File: src/rtl/prm_pkg.sv
// constants, field layout and state types of the peripheral pin router
// assumes an 8-bit register port and three 8-pin ports (A, B, C)
package prm_pkg;
  // ==========================================================
  // widths
  localparam int ADDR_W = 8;
  localparam int DATA_W = 8;
  localparam int SEL_W = 5;
  localparam int PORT_W = 8;
  localparam int NUM_PORTS = 3;
  localparam int NUM_PINS = NUM_PORTS * PORT_W;
  localparam int NUM_IN = 8;
  localparam int NUM_SRC = 10;
  // ==========================================================
  // register offsets
  localparam logic [ADDR_W-1:0] ADDR_LOCK = 8'h00;
  localparam logic [ADDR_W-1:0] ADDR_IN_BASE = 8'h01;
  localparam logic [ADDR_W-1:0] ADDR_OUT_BASE = 8'h10;
  localparam logic [ADDR_W-1:0] ADDR_PORT_BASE = 8'h30;
  // ==========================================================
  // field positions and codes
  localparam int PORT_MSB = 4;
  localparam int PORT_LSB = 3;
  localparam int BIT_MSB = 2;
  localparam int LOCK_BIT = 0;
  localparam logic [1:0] PORT_A = 2'h0;
  localparam logic [1:0] PORT_B = 2'h1;
  localparam logic [1:0] PORT_C = 2'h2;
  localparam logic [DATA_W-1:0] UNLOCK_KEY1 = 8'h55;
  localparam logic [DATA_W-1:0] UNLOCK_KEY2 = 8'hAA;
  localparam logic [SEL_W-1:0] OUT_LATCH = 5'h00;
  localparam logic [SEL_W-1:0] OUT_LAST = 5'h0A;
  // ==========================================================
  // reset values
  localparam logic [SEL_W-1:0] OUT_SEL_RST = 5'h00;
  localparam logic LOCK_RST = 1'b0;
  localparam logic [SEL_W-1:0] IN_SEL_RST [NUM_IN] = '{
    5'h02, 5'h02, 5'h05, 5'h04, 5'h02, 5'h0D, 5'h0F, 5'h14};
  // ==========================================================
  // unlock sequencer states
  typedef enum {PRM_IDLE, PRM_KEY1, PRM_ARMED} prm_unlock_e;
endpackage : prm_pkg

File: src/rtl/prm_in_mux.sv
// one peripheral input selector: port/bit code to pin level
// assumes pins packed as port*8+bit, all levels synchronous
`timescale 1ns/100ps
`default_nettype none
module prm_in_mux #(
  parameter bit HAS_PORT_B = 1'b1
) (
  // selection and pins
  input wire logic [prm_pkg::SEL_W-1:0] sel,
  input wire logic [prm_pkg::NUM_PINS-1:0] pin_level,
  // routed level
  output logic level
);
  import prm_pkg::*;

  // reserved port code and an absent port give a quiet zero
  always_comb begin
    level = 1'b0;
    unique case (sel[PORT_MSB:PORT_LSB])
      PORT_A, PORT_C: level = pin_level[sel];
      PORT_B: level = HAS_PORT_B ? pin_level[sel] : 1'b0;
      default: level = 1'b0;
    endcase
  end
endmodule : prm_in_mux
`default_nettype wire

File: src/rtl/prm_unlock.sv
// lock bit with its 0x55/0xAA key sequence and one-time lock option
// assumes the register port marks every strobe in its own cycle
`timescale 1ns/100ps
`default_nettype none
module prm_unlock (
  // clock and resets
  input wire logic core_clk,
  input wire logic srst,
  input wire logic dev_rst,
  // configuration
  input wire logic one_time_lock_config,
  // bus events
  input wire logic wr_lock,
  input wire logic other_access,
  input wire logic [prm_pkg::DATA_W-1:0] wr_data,
  // lock state
  output logic routing_locked_flag
);
  import prm_pkg::*;

  prm_unlock_e state, next_state;
  logic cfg_q, next_cfg_q;
  logic cleared_once, next_cleared_once;
  logic set_once, next_set_once;
  logic next_locked;
  logic want;

  // any foreign access or wrong byte drops the sequence back to idle
  always_comb begin
    next_state = PRM_IDLE;
    next_locked = routing_locked_flag;
    next_cleared_once = cleared_once;
    next_set_once = set_once;
    next_cfg_q = cfg_q;
    want = wr_data[LOCK_BIT];
    if (srst || dev_rst) begin
      next_locked = LOCK_RST;
      next_cleared_once = 1'b0;
      next_set_once = 1'b0;
      next_cfg_q = one_time_lock_config; // option caught while reset stands
    end else if (wr_lock) begin
      unique case (state)
        PRM_IDLE: next_state = (wr_data == UNLOCK_KEY1) ? PRM_KEY1 : PRM_IDLE;
        PRM_KEY1: next_state = (wr_data == UNLOCK_KEY2) ? PRM_ARMED : PRM_IDLE;
        PRM_ARMED: begin
          // one-time mode: one clear, and only before the single set of this reset
          if (!want && (!cfg_q || (!cleared_once && !set_once))) begin
            next_locked = 1'b0;
            next_cleared_once = 1'b1;
          end else if (want && (!cfg_q || !set_once)) begin
            next_locked = 1'b1;
            next_set_once = 1'b1;
          end
        end
      endcase
    end else if (!other_access) begin
      next_state = state; // idle cycles keep the sequence
    end
  end

  // registers only
  always_ff @(posedge core_clk) begin
    state <= next_state;
    routing_locked_flag <= next_locked;
    cleared_once <= next_cleared_once;
    set_once <= next_set_once;
    cfg_q <= next_cfg_q;
  end
endmodule : prm_unlock
`default_nettype wire

File: src/rtl/prm_router.sv
// peripheral pin router: input selectors, pin output selectors, lock
// assumes synchronous pins and peripherals on core_clk; srst is power-on reset
// Operation
// - only digital signals routed; analog stays fixed
// - per-input selector; many inputs may share pins
// - port reads return actual pin levels
// - input bits 4:3 pick port; 7:5 zero
// - input bits 2:0 pick bit number
// - per-pin 5-bit output selector; 7:5 zero
// - output codes: latch, comparators, pulses, serial
// - unsupported peripheral output drives zero
// - direction control drives; some peripherals override
// - lock bit blocks all selection changes
// - lock bit at bit 0; rest zero
// - lock change only after 0x55, 0xAA
// - one-time mode: clear once, set once
// - sleep leaves selections unchanged
// - power-on reset restores defaults; others keep
// - each input has its own default code
`timescale 1ns/100ps
`default_nettype none
module prm_router #(
  parameter bit HAS_PORT_B = 1'b1,
  parameter logic [prm_pkg::NUM_SRC-1:0] SRC_SUPPORTED = 10'h3FF
) (
  // clock and resets
  input wire logic core_clk,
  input wire logic srst,
  input wire logic dev_rst,
  // register port
  input wire logic [prm_pkg::ADDR_W-1:0] addr,
  input wire logic [prm_pkg::DATA_W-1:0] wr_data,
  input wire logic wr_en,
  input wire logic rd_en,
  output logic [prm_pkg::DATA_W-1:0] rd_data,
  // configuration and status
  input wire logic one_time_lock_config,
  output logic routing_locked_flag,
  // pins
  input wire logic [prm_pkg::NUM_PINS-1:0] pin_in,
  input wire logic [prm_pkg::NUM_PINS-1:0] port_output_latch,
  input wire logic [prm_pkg::NUM_PINS-1:0] pin_direction_control,
  output logic [prm_pkg::NUM_PINS-1:0] pin_out,
  output logic [prm_pkg::NUM_PINS-1:0] pin_oe,
  // peripherals
  output logic [prm_pkg::NUM_IN-1:0] periph_in,
  input wire logic [prm_pkg::NUM_SRC-1:0] periph_out,
  input wire logic [prm_pkg::NUM_SRC-1:0] periph_drv_en,
  input wire logic [prm_pkg::NUM_SRC-1:0] periph_drv_oe
);
  import prm_pkg::*;

  // ==========================================================
  // decode
  logic [SEL_W-1:0] in_sel [NUM_IN];
  logic [SEL_W-1:0] next_in_sel [NUM_IN];
  logic [SEL_W-1:0] out_sel [NUM_PINS];
  logic [SEL_W-1:0] next_out_sel [NUM_PINS];
  logic [DATA_W-1:0] next_rd_data;
  logic [NUM_PINS-1:0] next_pin_out;
  logic [NUM_PINS-1:0] next_pin_oe;
  logic [NUM_IN-1:0] in_level;
  logic wr_lock;
  logic other_access;
  logic sel_wr_ok;

  // the lock register write feeds the sequencer; any other read or write aborts it, idle cycles do not
  assign wr_lock = wr_en && (addr == ADDR_LOCK);
  assign other_access = (wr_en || rd_en) && !wr_lock;
  // a device reset in progress also keeps selections still
  assign sel_wr_ok = wr_en && !routing_locked_flag && !dev_rst;

  // ==========================================================
  // lock
  prm_unlock u_unlock (
    .core_clk(core_clk),
    .srst(srst),
    .dev_rst(dev_rst),
    .one_time_lock_config(one_time_lock_config),
    .wr_lock(wr_lock),
    .other_access(other_access),
    .wr_data(wr_data),
    .routing_locked_flag(routing_locked_flag)
  );

  // ==========================================================
  // selector registers
  // only srst restores defaults; sleep has no path into this state
  always_comb begin
    for (int i = 0; i < NUM_IN; i++) begin
      next_in_sel[i] = in_sel[i];
      if (srst) begin
        next_in_sel[i] = IN_SEL_RST[i];
      end else if (sel_wr_ok && addr == ADDR_IN_BASE + ADDR_W'(i)) begin
        next_in_sel[i] = wr_data[SEL_W-1:0];
      end
    end
    for (int p = 0; p < NUM_PINS; p++) begin
      next_out_sel[p] = out_sel[p];
      if (srst) begin
        next_out_sel[p] = OUT_SEL_RST;
      end else if (sel_wr_ok && addr == ADDR_OUT_BASE + ADDR_W'(p)) begin
        next_out_sel[p] = wr_data[SEL_W-1:0];
      end
    end
  end

  always_ff @(posedge core_clk) begin
    in_sel <= next_in_sel;
    out_sel <= next_out_sel;
  end

  // ==========================================================
  // input routing
  // each input has its own mux, so any number may read one pin
  for (genvar g = 0; g < NUM_IN; g++) begin : g_in
    prm_in_mux #(
      .HAS_PORT_B(HAS_PORT_B)
    ) u_mux (
      .sel(in_sel[g]),
      .pin_level(pin_in),
      .level(in_level[g])
    );
  end

  // ==========================================================
  // output routing
  // analog functions never enter here; only digital sources are muxed
  always_comb begin
    next_pin_out = '0;
    next_pin_oe = ~pin_direction_control;
    for (int p = 0; p < NUM_PINS; p++) begin
      if (out_sel[p] == OUT_LATCH) begin
        next_pin_out[p] = port_output_latch[p];
      end else if (out_sel[p] <= OUT_LAST) begin
        // unsupported sources read as zero, reserved codes too
        next_pin_out[p] = periph_out[out_sel[p]-1] & SRC_SUPPORTED[out_sel[p]-1];
        if (periph_drv_en[out_sel[p]-1] && SRC_SUPPORTED[out_sel[p]-1]) begin
          next_pin_oe[p] = periph_drv_oe[out_sel[p]-1];
        end
      end
    end
  end

  // ==========================================================
  // read data, one cycle after the strobe
  always_comb begin
    next_rd_data = '0;
    if (rd_en) begin
      if (addr == ADDR_LOCK) begin
        next_rd_data[LOCK_BIT] = routing_locked_flag;
      end
      for (int i = 0; i < NUM_IN; i++) begin
        if (addr == ADDR_IN_BASE + ADDR_W'(i)) begin
          next_rd_data[SEL_W-1:0] = in_sel[i];
        end
      end
      for (int p = 0; p < NUM_PINS; p++) begin
        if (addr == ADDR_OUT_BASE + ADDR_W'(p)) begin
          next_rd_data[SEL_W-1:0] = out_sel[p];
        end
      end
      for (int k = 0; k < NUM_PORTS; k++) begin
        if (addr == ADDR_PORT_BASE + ADDR_W'(k)) begin
          next_rd_data = pin_in[k*PORT_W +: PORT_W];
        end
      end
    end
  end

  // outputs straight from flip-flops; one cycle of routing latency
  always_ff @(posedge core_clk) begin
    if (srst) begin
      rd_data <= '0;
      pin_out <= '0;
      pin_oe <= '0;
      periph_in <= '0;
    end else begin
      rd_data <= next_rd_data;
      pin_out <= next_pin_out;
      pin_oe <= next_pin_oe;
      periph_in <= in_level;
    end
  end

  // ==========================================================
  // checks
  logic key1_wr;
  logic key2_wr;
  assign key1_wr = wr_lock && (wr_data == UNLOCK_KEY1);
  assign key2_wr = wr_lock && (wr_data == UNLOCK_KEY2);

  // ==========================================================
  // check history
  // strobe history of the key bytes and the one-time hold; kept apart from
  // the sequencer so that a fault there cannot hide itself
  logic key1_seen, next_key1_seen;
  logic key2_seen, next_key2_seen;
  logic otl_mode, next_otl_mode;
  logic otl_held, next_otl_held;
  always_comb begin
    next_key1_seen = key1_seen;
    next_key2_seen = key2_seen;
    next_otl_mode = otl_mode;
    next_otl_held = otl_held || (otl_mode && routing_locked_flag);
    if (srst || dev_rst) begin
      next_key1_seen = 1'b0;
      next_key2_seen = 1'b0;
      next_otl_mode = one_time_lock_config;
      next_otl_held = 1'b0;
    end else if (wr_en || rd_en) begin
      // idle cycles keep the history; any strobe replaces it
      next_key1_seen = key1_wr;
      next_key2_seen = key2_wr && key1_seen;
    end
  end

  // registers only
  always_ff @(posedge core_clk) begin
    key1_seen <= next_key1_seen;
    key2_seen <= next_key2_seen;
    otl_mode <= next_otl_mode;
    otl_held <= next_otl_held;
  end

  lock_blocks_a: assert property (@(posedge core_clk) disable iff (srst)
    routing_locked_flag && wr_en && addr == ADDR_OUT_BASE |=> out_sel[0] == $past(out_sel[0]))
    else $error("selector changed while locked");
  key_seq_a: assert property (@(posedge core_clk) disable iff (srst || dev_rst)
    $changed(routing_locked_flag) && !$past(srst) && !$past(dev_rst)
    |-> $past(key2_seen) && $past(wr_lock))
    else $error("lock changed without key sequence");
  lock_read_a: assert property (@(posedge core_clk) disable iff (srst)
    rd_en && addr == ADDR_LOCK |=> rd_data == {7'h00, $past(routing_locked_flag)})
    else $error("lock register read wrong");
  port_read_a: assert property (@(posedge core_clk) disable iff (srst)
    rd_en && addr == ADDR_PORT_BASE |=> rd_data == $past(pin_in[7:0]))
    else $error("port read not pin level");
  sel_upper_a: assert property (@(posedge core_clk) disable iff (srst)
    rd_en && addr == ADDR_IN_BASE |=> rd_data[7:5] == 3'h0 && rd_data[4:0] == $past(in_sel[0]))
    else $error("input selector read wrong");
  in_route_a: assert property (@(posedge core_clk) disable iff (srst)
    in_sel[0][PORT_MSB:PORT_LSB] == PORT_A |=> periph_in[0] == $past(pin_in[in_sel[0][BIT_MSB:0]]))
    else $error("input not routed from selected pin");
  latch_out_a: assert property (@(posedge core_clk) disable iff (srst)
    out_sel[0] == OUT_LATCH |=> pin_out[0] == $past(port_output_latch[0]))
    else $error("latch not routed to pin");
  reserved_zero_a: assert property (@(posedge core_clk) disable iff (srst)
    out_sel[0] > OUT_LAST |=> !pin_out[0])
    else $error("reserved code drove pin");
  dir_keep_a: assert property (@(posedge core_clk) disable iff (srst)
    out_sel[0] == OUT_LATCH |=> pin_oe[0] == !$past(pin_direction_control[0]))
    else $error("direction control lost");
  por_default_a: assert property (@(posedge core_clk)
    srst |=> out_sel[0] == OUT_SEL_RST && in_sel[2] == IN_SEL_RST[2])
    else $error("power-on default missing");
  dev_keep_a: assert property (@(posedge core_clk) disable iff (srst)
    dev_rst |=> in_sel[0] == $past(in_sel[0]) && out_sel[0] == $past(out_sel[0]))
    else $error("device reset touched selections");
  // selectors 0 to 2 and pin 0 stand for the rest; the bench covers every index
  out_read_a: assert property (@(posedge core_clk) disable iff (srst)
    rd_en && addr == ADDR_OUT_BASE |=> rd_data == {3'h0, $past(out_sel[0])})
    else $error("output selector read wrong");
  locked_in_a: assert property (@(posedge core_clk) disable iff (srst)
    routing_locked_flag && wr_en && addr == ADDR_IN_BASE |=> in_sel[0] == $past(in_sel[0]))
    else $error("input selector changed while locked");
  port_c_a: assert property (@(posedge core_clk) disable iff (srst)
    in_sel[1][PORT_MSB:PORT_LSB] == PORT_C |=> periph_in[1] == $past(pin_in[{PORT_C, in_sel[1][BIT_MSB:0]}]))
    else $error("port C input not routed");
  port_b_a: assert property (@(posedge core_clk) disable iff (srst)
    in_sel[2][PORT_MSB:PORT_LSB] == PORT_B
    |=> periph_in[2] == (HAS_PORT_B && $past(pin_in[{PORT_B, in_sel[2][BIT_MSB:0]}])))
    else $error("port B input wrong");
  reserved_port_a: assert property (@(posedge core_clk) disable iff (srst)
    &in_sel[0][PORT_MSB:PORT_LSB] |=> !periph_in[0])
    else $error("reserved port code routed a pin");
  in_shared_a: assert property (@(posedge core_clk) disable iff (srst)
    in_sel[0] == in_sel[1] |=> periph_in[0] == periph_in[1])
    else $error("shared pin gave different levels");
  dir_reserved_a: assert property (@(posedge core_clk) disable iff (srst)
    out_sel[0] > OUT_LAST |=> pin_oe[0] == !$past(pin_direction_control[0]))
    else $error("reserved code took the driver");
  lock_quiet_a: assert property (@(posedge core_clk) disable iff (srst || dev_rst)
    !wr_lock |=> $stable(routing_locked_flag))
    else $error("lock moved without a lock write");
  otl_hold_a: assert property (@(posedge core_clk) disable iff (srst || dev_rst)
    otl_held |=> routing_locked_flag)
    else $error("one-time lock released");

  unlock_set_c: cover property (@(posedge core_clk) disable iff (srst)
    key1_wr ##1 key2_wr ##1 wr_lock ##1 routing_locked_flag);
  locked_write_c: cover property (@(posedge core_clk) disable iff (srst)
    routing_locked_flag && wr_en && addr == ADDR_IN_BASE);
  override_c: cover property (@(posedge core_clk) disable iff (srst)
    out_sel[0] != OUT_LATCH && out_sel[0] <= OUT_LAST && periph_drv_en[out_sel[0]-1]);
  shared_pin_c: cover property (@(posedge core_clk) disable iff (srst)
    in_sel[0] == in_sel[1]);
  otl_refuse_c: cover property (@(posedge core_clk) disable iff (srst)
    otl_held && wr_lock && !wr_data[LOCK_BIT]);
endmodule : prm_router
`default_nettype wire

File: config.mk
export PLATFORM = sky130hd
export DESIGN_NAME = prm_router
export DESIGN_NICKNAME = d
export VERILOG_FILES = /design/src/rtl/prm_pkg.sv /design/src/rtl/prm_in_mux.sv /design/src/rtl/prm_unlock.sv /design/src/rtl/prm_router.sv
export SDC_FILE = /design/constraint.sdc
export NUM_CORES = 1
export LEC_CHECK = 0
export BUFFER_PORTS_ARGS = -buffer_cell sky130_fd_sc_hd__buf_2
export CORE_MARGIN = 2
export CORE_UTILIZATION = 52
export DETAILED_ROUTE_END_ITERATION = 8
export MAX_ROUTING_LAYER = met4
export PLACE_DENSITY = 0.76
export SLEW_MARGIN = 0
export SYNTH_ARGS = -nofsm -noshare
export SYNTH_HDL_FRONTEND = slang
export SYNTH_SLANG_ARGS = --single-unit
File: constraint.sdc
create_clock -name core_clk -period 3.1 [get_ports core_clk]
set_input_delay 0.31 -clock core_clk [delete_from_list [all_inputs] [get_ports core_clk]]
set_output_delay 0.31 -clock core_clk [all_outputs]
set_load 0.1 [all_outputs]
# Word level (Yosys, flattened, before mapping)
# Memory sizes are Yosys's and may differ from the RTL's.
# Cells that the tools add are included.
word_totals:
  register_bits: 260
  rom_bits: 384
  input_bits: 124
  output_inout_bits: 65
  elab_cells: 719
  memories: 24
op_classes:
  add_sub_neg: 24
  magnitude_cmp: 56
  eq_ne: 55
  n_mux: 347
  n_bitwise: 35
  reduce_logical: 130
memory_table:
  columns: ["memory", "depth", "word_bits", "read_ports", "rd_clocked_by_memory_dff", "wr", "line_no", "text"]
  rows:
  - ["(name not given)", 16, 1, 1, 0, 0, "prm_router.sv:138", "if (periph_drv_en[out_sel[p]-1] && SRC_SUPPORTED[out_sel[p]-1]) begin"]
  - ["(name not given)", 16, 1, 1, 0, 0, "prm_router.sv:138", null]
  - ["(name not given)", 16, 1, 1, 0, 0, "prm_router.sv:138", null]
  - ["(name not given)", 16, 1, 1, 0, 0, "prm_router.sv:138", null]
  - ["(name not given)", 16, 1, 1, 0, 0, "prm_router.sv:138", null]
  - ["(name not given)", 16, 1, 1, 0, 0, "prm_router.sv:138", null]
  - ["+18 memories", null, null, null, null, null, null, null]
ops:
  columns: ["op", "n"]
  rows:
  - ["< comparator 32 x 5 -> 1 bit (second input constant)", 24]
  - ["binary-select mux 1 bit (select 4 bit)", 72]
  - ["two-way mux 1 bit", 228]
  - ["two-way mux 5 bit", 32]
  - ["subtractor 5 x 1 -> 6 bit (second input constant)", 24]
  - ["equality test 8 x 5 -> 1 bit (second input constant)", 16]
  - ["<= comparator 5 x 4 -> 1 bit (second input constant)", 24]
  - ["logical NOT 5 bit", 24]
  - ["equality test 8 x 6 -> 1 bit (second input constant)", 11]
  - ["two-way mux 32 bit", 2]
  - ["one-hot mux 32 bit (2 select lines)", 1]
  - ["logical AND 1 bit", 63]
  - ["< comparator 5 x 6 -> 1 bit (second input constant)", 8]
  - ["binary-select mux 1 bit (select 5 bit)", 8]
  - ["equality test 32 x 1 -> 1 bit (second input constant)", 1]
  - ["equality test 32 x 2 -> 1 bit (second input constant)", 1]
  - ["equality test 8 x 3 -> 1 bit (second input constant)", 4]
  - ["logical NOT 32 bit", 1]
  - ["AND 1 bit", 24]
  - ["two-way mux 8 bit", 3]
  - ["NOT 24 bit", 1]
  - ["OR reduction 3 bit", 8]
  - ["OR reduction 2 bit", 9]
  - ["equality test 2 x 1 -> 1 bit (second input constant)", 8]
  - ["other kinds (15)", 50]

# Logic depth before layout (Yosys ltp)
depth:
  depth_word: 37
  ltp_mapped: 11
  mapped_depth_nobuf: 8

# Hierarchy
# From an unflattened synthesis, not the netlist that was laid out.
unflattened:
  cells_unflattened: 2382
  area_unflattened_um2: 21122.8
by_module_without_submodules:
  columns: ["module", "instances", "cells_each", "area_per_inst_um2"]
  rows:
  - ["prm_router", 1, 2183, 18977.0]
  - ["prm_in_mux", 8, 21, 230.2]
  - ["prm_unlock", 1, 31, 304.0]

# Worst setup path before layout
# No wires, ideal clock.
synth_timing:
  path_kind: "reg2reg"
  start: "register out_sel[15] in the netlist's numbering"
  end: "register pin_oe[20] in the netlist's numbering"
  arrival_time_ns: 2.223
  t_required_ns: 2.967
  path_slack_ns: 0.744
  stages_incl_launch_ff: 11
  n_path_buf: 2
  synth_period_minus_slack_ns: 2.356
  path_cell_list: "dfxtp_1 -> buf_2 -> inv_1 -> ha_1 -> buf_1 -> mux4_2 -> mux2i_1 -> nor2_1 -> a41o_1 -> a21boi_0 -> a311oi_1"
synth_via:
  elab_chain_cells: 7
  word_cells_on_any_way: 13
synth_lines:
  columns: ["item", "line_no", "text"]
  rows:
  - ["start, declared", "prm_router.sv:57", "logic [SEL_W-1:0] out_sel [NUM_PINS];"]
  - ["start signal, assigned", "prm_router.sv:110", "out_sel <= next_out_sel;"]
  - ["subtractor 5 x 1 -> 6 bit", "prm_router.sv:138, prm_router.sv:139", null]
  - ["memory (16 x 1 bit) / binary-select mux 1 bit (select 4 bit) (equally long branches)", null, null]
  - ["two-way mux 1 bit (implied by the code)", "prm_router.sv:138", null]
  - ["logical AND 1 bit", "prm_router.sv:138", null]
  - ["two-way mux 1 bit", "prm_router.sv:138", null]
  - ["two-way mux 1 bit", "prm_router.sv:135", "end else if (out_sel[p] <= OUT_LAST) begin"]
  - ["two-way mux 1 bit *", "prm_router.sv:133", "if (out_sel[p] == OUT_LATCH) begin"]
  - ["end signal, assigned", "prm_router.sv:181", "pin_oe <= next_pin_oe;"]
  - ["end, declared", "prm_router.sv:44", "output logic [prm_pkg::NUM_PINS-1:0] pin_oe,"]
# Mark *: on every way between the ends. The rest lies on a longest branch, timed or not. The select of a mux whose other input is x is not followed.
# A chain may end at the register's enable or synchronous reset.

# Worst setup path after layout
layout_timing:
  start: "register u_unlock.routing_locked_flag"
  end: "register in_sel[8] in the netlist's numbering"
layout_via:
  elab_chain_cells: 4
layout_lines:
  columns: ["item", "line_no", "text"]
  rows:
  - ["start, declared", "prm_unlock.sv:17", "output logic routing_locked_flag"]
  - ["start signal, assigned", "prm_unlock.sv:64", "routing_locked_flag <= next_locked;"]
  - ["logical NOT 1 bit", "prm_router.sv:71", "assign sel_wr_ok = wr_en && !routing_locked_flag && !dev_rst;"]
  - ["logical AND 1 bit (2 in a row)", "prm_router.sv:71", null]
  - ["logical AND 1 bit", "prm_router.sv:94", "end else if (sel_wr_ok && addr == ADDR_IN_BASE + ADDR_W'(i)) begin"]
  - ["end signal, assigned", "prm_router.sv:109", "in_sel <= next_in_sel;"]
  - ["end, declared", "prm_router.sv:55", "logic [SEL_W-1:0] in_sel [NUM_IN];"]
# No other way between the ends.

==> summary.txt <==
Worst setup path
  – Crit Path Class: register to register
  – Crit path capture type: register
  – Worst R2R End: in_sel[8]
  – Critical path arrival: approximately 3000 ps
  – R2R Path Start: u_unlock.routing_locked_flag
  – Reg2reg setup slack: between 500 and 600 ps
  – Startpoint types: register
  – Crit path capture: in_sel[8]
  – R2R depth: 4
  – Critical Path RT: approximately 3600 ps
  – Worst setup startpoint: u_unlock.routing_locked_flag
  – Crit Path Max Fanout: 28

Yosys
  – Most frequent cell after synthesis: dfxtp_1
  – Synth Warn #: 0
  – Top cells by area, synth: dfxtp_1 (22%), mux4_2 (22%), mux2i_1 (9.8%)
  – Leading area contributor after synthesis: dfxtp_1
  – Ys async rst share: 0%
  – Top_reg_cell synth: dfxtp_1
  – Syn_area_per_cell: 9.16 sq um
  – Synthesized area: approximately 21000 sq um
  – Cells after Synth: around 2.3k
  – Yosys cell types: a little under 90
  – Sequential element share of the synthesized area: approximately 22%
  – Post-synth top cells: dfxtp_1 (229), mux2i_1 (202), mux4_2 (200)
  – #FFs+latches synth: 230
  – Syn_nets: between 2k and 2.5k
  – EDFF count, synth: 1
  – Top-area cell type share of the netlist area: 22.2%

Cells and area
  – Layout cells sized above 1: 24.9%
  – Area Overhead vs Synth: 12.6%
  – Fill cells: ~3.3k
  – Nets: roughly 2.6k

Drt
  – Vias per cell: just under 7
  – Drt pass-1 iters: 8
  – Total wire length: between 70000 and 80000 um
  – Initial drt markers: between 2k and 3k
  – WL/cell: approximately 26 um
  – Routed via count: approximately 20k
  – Antenna-violating nets left: 0
  – Residual DRC: 0

Global route
  – Global Route Usage Sum: roughly 38%
  – Global-route wire length before repair: ~120000 um
  – Total grt overflow: 0
  – Initial antenna violation count: 2
  – Largest net degree at the start of global routing: around 120
  – Vias in the first global route: slightly below 20k

Timing
  – Hold Fails Final Rpt: 0
  – RSZ-0062 raised after global routing: no
  – Final setup fails: 0
  – Final Max Slew Viols: 0
  – Crit path time final: 2510 ps
  – Worst relative slew slack: 35.4%
  – Setup TNS: 0 ps
  – Hold slack: approximately 11 ps
  – Final WS setup: a little under 600 ps
  – Period Utilization, post-route: between 80% and 90%
  – Least-Margin Pin Slew: 969 ps
  – Fmax: approximately 0.4 GHz
  – Max Clock Skew: between 30 and 40 ps

CTS
  – Clock transition at path regs: 60 ps
  – Hold buffers post-CTS: 29
  – CTS tree: done
  – Worst-Skew Late Latency: roughly 580 ps
  – Maximum level of the CTS H-tree: 1
  – Clock buffer depth: 3
  – Setup Fix Bufs, Post-CTS: 0
  – Inserted Clock Buffers: 28
  – Clk root buf: clkbuf_16
  – Post_cts resized: 0
  – TritonCTS sink count: 230

Min path
  – Hold Path Class: input port to register

Pwr
  – Pwr Density: roughly 350 nW/um^2
  – P_leak: ~8.5 nW
  – Peak supply drop: 0.000390 V

Run
  – Max Cap Violations: 0

Floorplan
  – Row Count: about 70
  – # IOs: around 190
  – Die height: ~200 um
  – Die Span X: approximately 200 um
  – Die area: 41300 sq um
  – Starting Density: a little over half
  – Total core area: 38900 sq um

Placed design
  – GP Congestion: roughly 1.0
  – PortBufs: 188
  – Pre-CTS setup slack: around 320 ps
  – Dpl hpwl: between 50000 and 60000 um

Status
  – Status: finished clean
-- layer usage --
layer / GRT usage (%) / vias to the layer above / part of all wire (%)
met4: 16.4 / 0 / 4.4
met2: 58.1 / 1541 / 46
met1: 48.4 / 9598 / 38
li1: - / 8661 / -
met3: 7.21 / 291 / 12
met5: - / - / 0
-- worst min path at each step --
stage | startpoint | to | slack [ps] | cells after the start
finish | port_output_latch[4] | pin_out[4] | 10 | 3
global route | port_output_latch[4] | pin_out[4] | 7 | 3
CTS | port_output_latch[4] | pin_out[4] | 0.2 | 3
detailed placement | u_unlock.cleared_once | u_unlock.cleared_once | 460 | 2
global placement | u_unlock.cleared_once | u_unlock.cleared_once | 440 | 2
floorplan | one_time_lock_config | u_unlock.cfg_q | 410 | 0
-- area by class of cell --
| type | count | area [sq um] | share of cell area, % |
|---|---|---|---|
| Sequential cell | 230 | 4610 | 19.9 |
| Antenna cell | 2 | 5.00 | 0.0215 |
| Multi-Input combinational cell | 1716 | 14800 | 63.5 |
| Clock buffer | 37 | 795 | 3.42 |
| Timing Repair Buffer | 308 | 1960 | 8.43 |
| Tap cell | 518 | 648 | 2.79 |
| Clock inverter | 15 | 186 | 0.802 |
| Inverter | 73 | 274 | 1.18 |
-- placed cells by master (no fill, tap or decap), types with 35 or more instances in the layout --
master,netlist,routed
nor3_1,40,40
xor2_1,44,44
ha_1,72,72
a22oi_1,37,37
buf_2,70,187
inv_1,73,73
buf_4,6,88
nor2b_1,55,55
mux2i_1,202,202
nand2_1,172,172
dfxtp_1,229,229
o22ai_1,95,95
a21oi_1,164,164
mux4_2,200,200
nand2b_1,35,35
nand3_1,131,131
nor2_1,177,176
-- report_power, final --
| part | internal, mW | switching, mW | total (mW) |
|---|---|---|---|
| Combinational | 0.472 | 1.04 | 1.51 |
| Sequential | 3.00 | 0.0139 | 3.01 |
| Clock | 2.07 | 1.43 | 3.50 |
-- state kept, by name, indices dropped and copies added, names as in the netlist --
name and flops:
in_sel 40, out_sel 120, periph_in 8, pin_oe 24, pin_out 24, rd_data 8, u_unlock.cfg_q 1, u_unlock.cleared_once 1
u_unlock.routing_locked_flag 1, u_unlock.set_once 1, u_unlock.state 2
-- kinds of logic after synthesis --
kind of cell	after synthesis	synth area share, %
simple gates	709	17.4
compound gates	459	14.6
mux	427	33.0
buf+inv	306	6.24
flops	230	22.4
fa+ha+maj	72	4.36
xor+xnor	49	2.08
-- critical path: stages, from the launching register on --
cell and delay (ps):
dfxtp_1 410, or3b_2 740, nor2_4 600, nand2_1 290
a211o_1 350
-- per-stage QoR --
| stage | utilization (%) | cells | instance area, sq um | power (mW) |
|---|---|---|---|---|
| global route | 59.7 | 2899 | 23200 | 8.23 |
| finish | 59.7 | 2899 | 23200 | 8.03 |
| floorplan | - | 2252 | 20600 | 4.03 |
| global placement | 56.4 | 2816 | 22000 | 4.49 |
| CTS | 59.7 | 2897 | 23200 | 8.01 |
| detailed placement | 56.4 | 2816 | 22000 | 4.51 |
(Power assumes the default switching activity.)
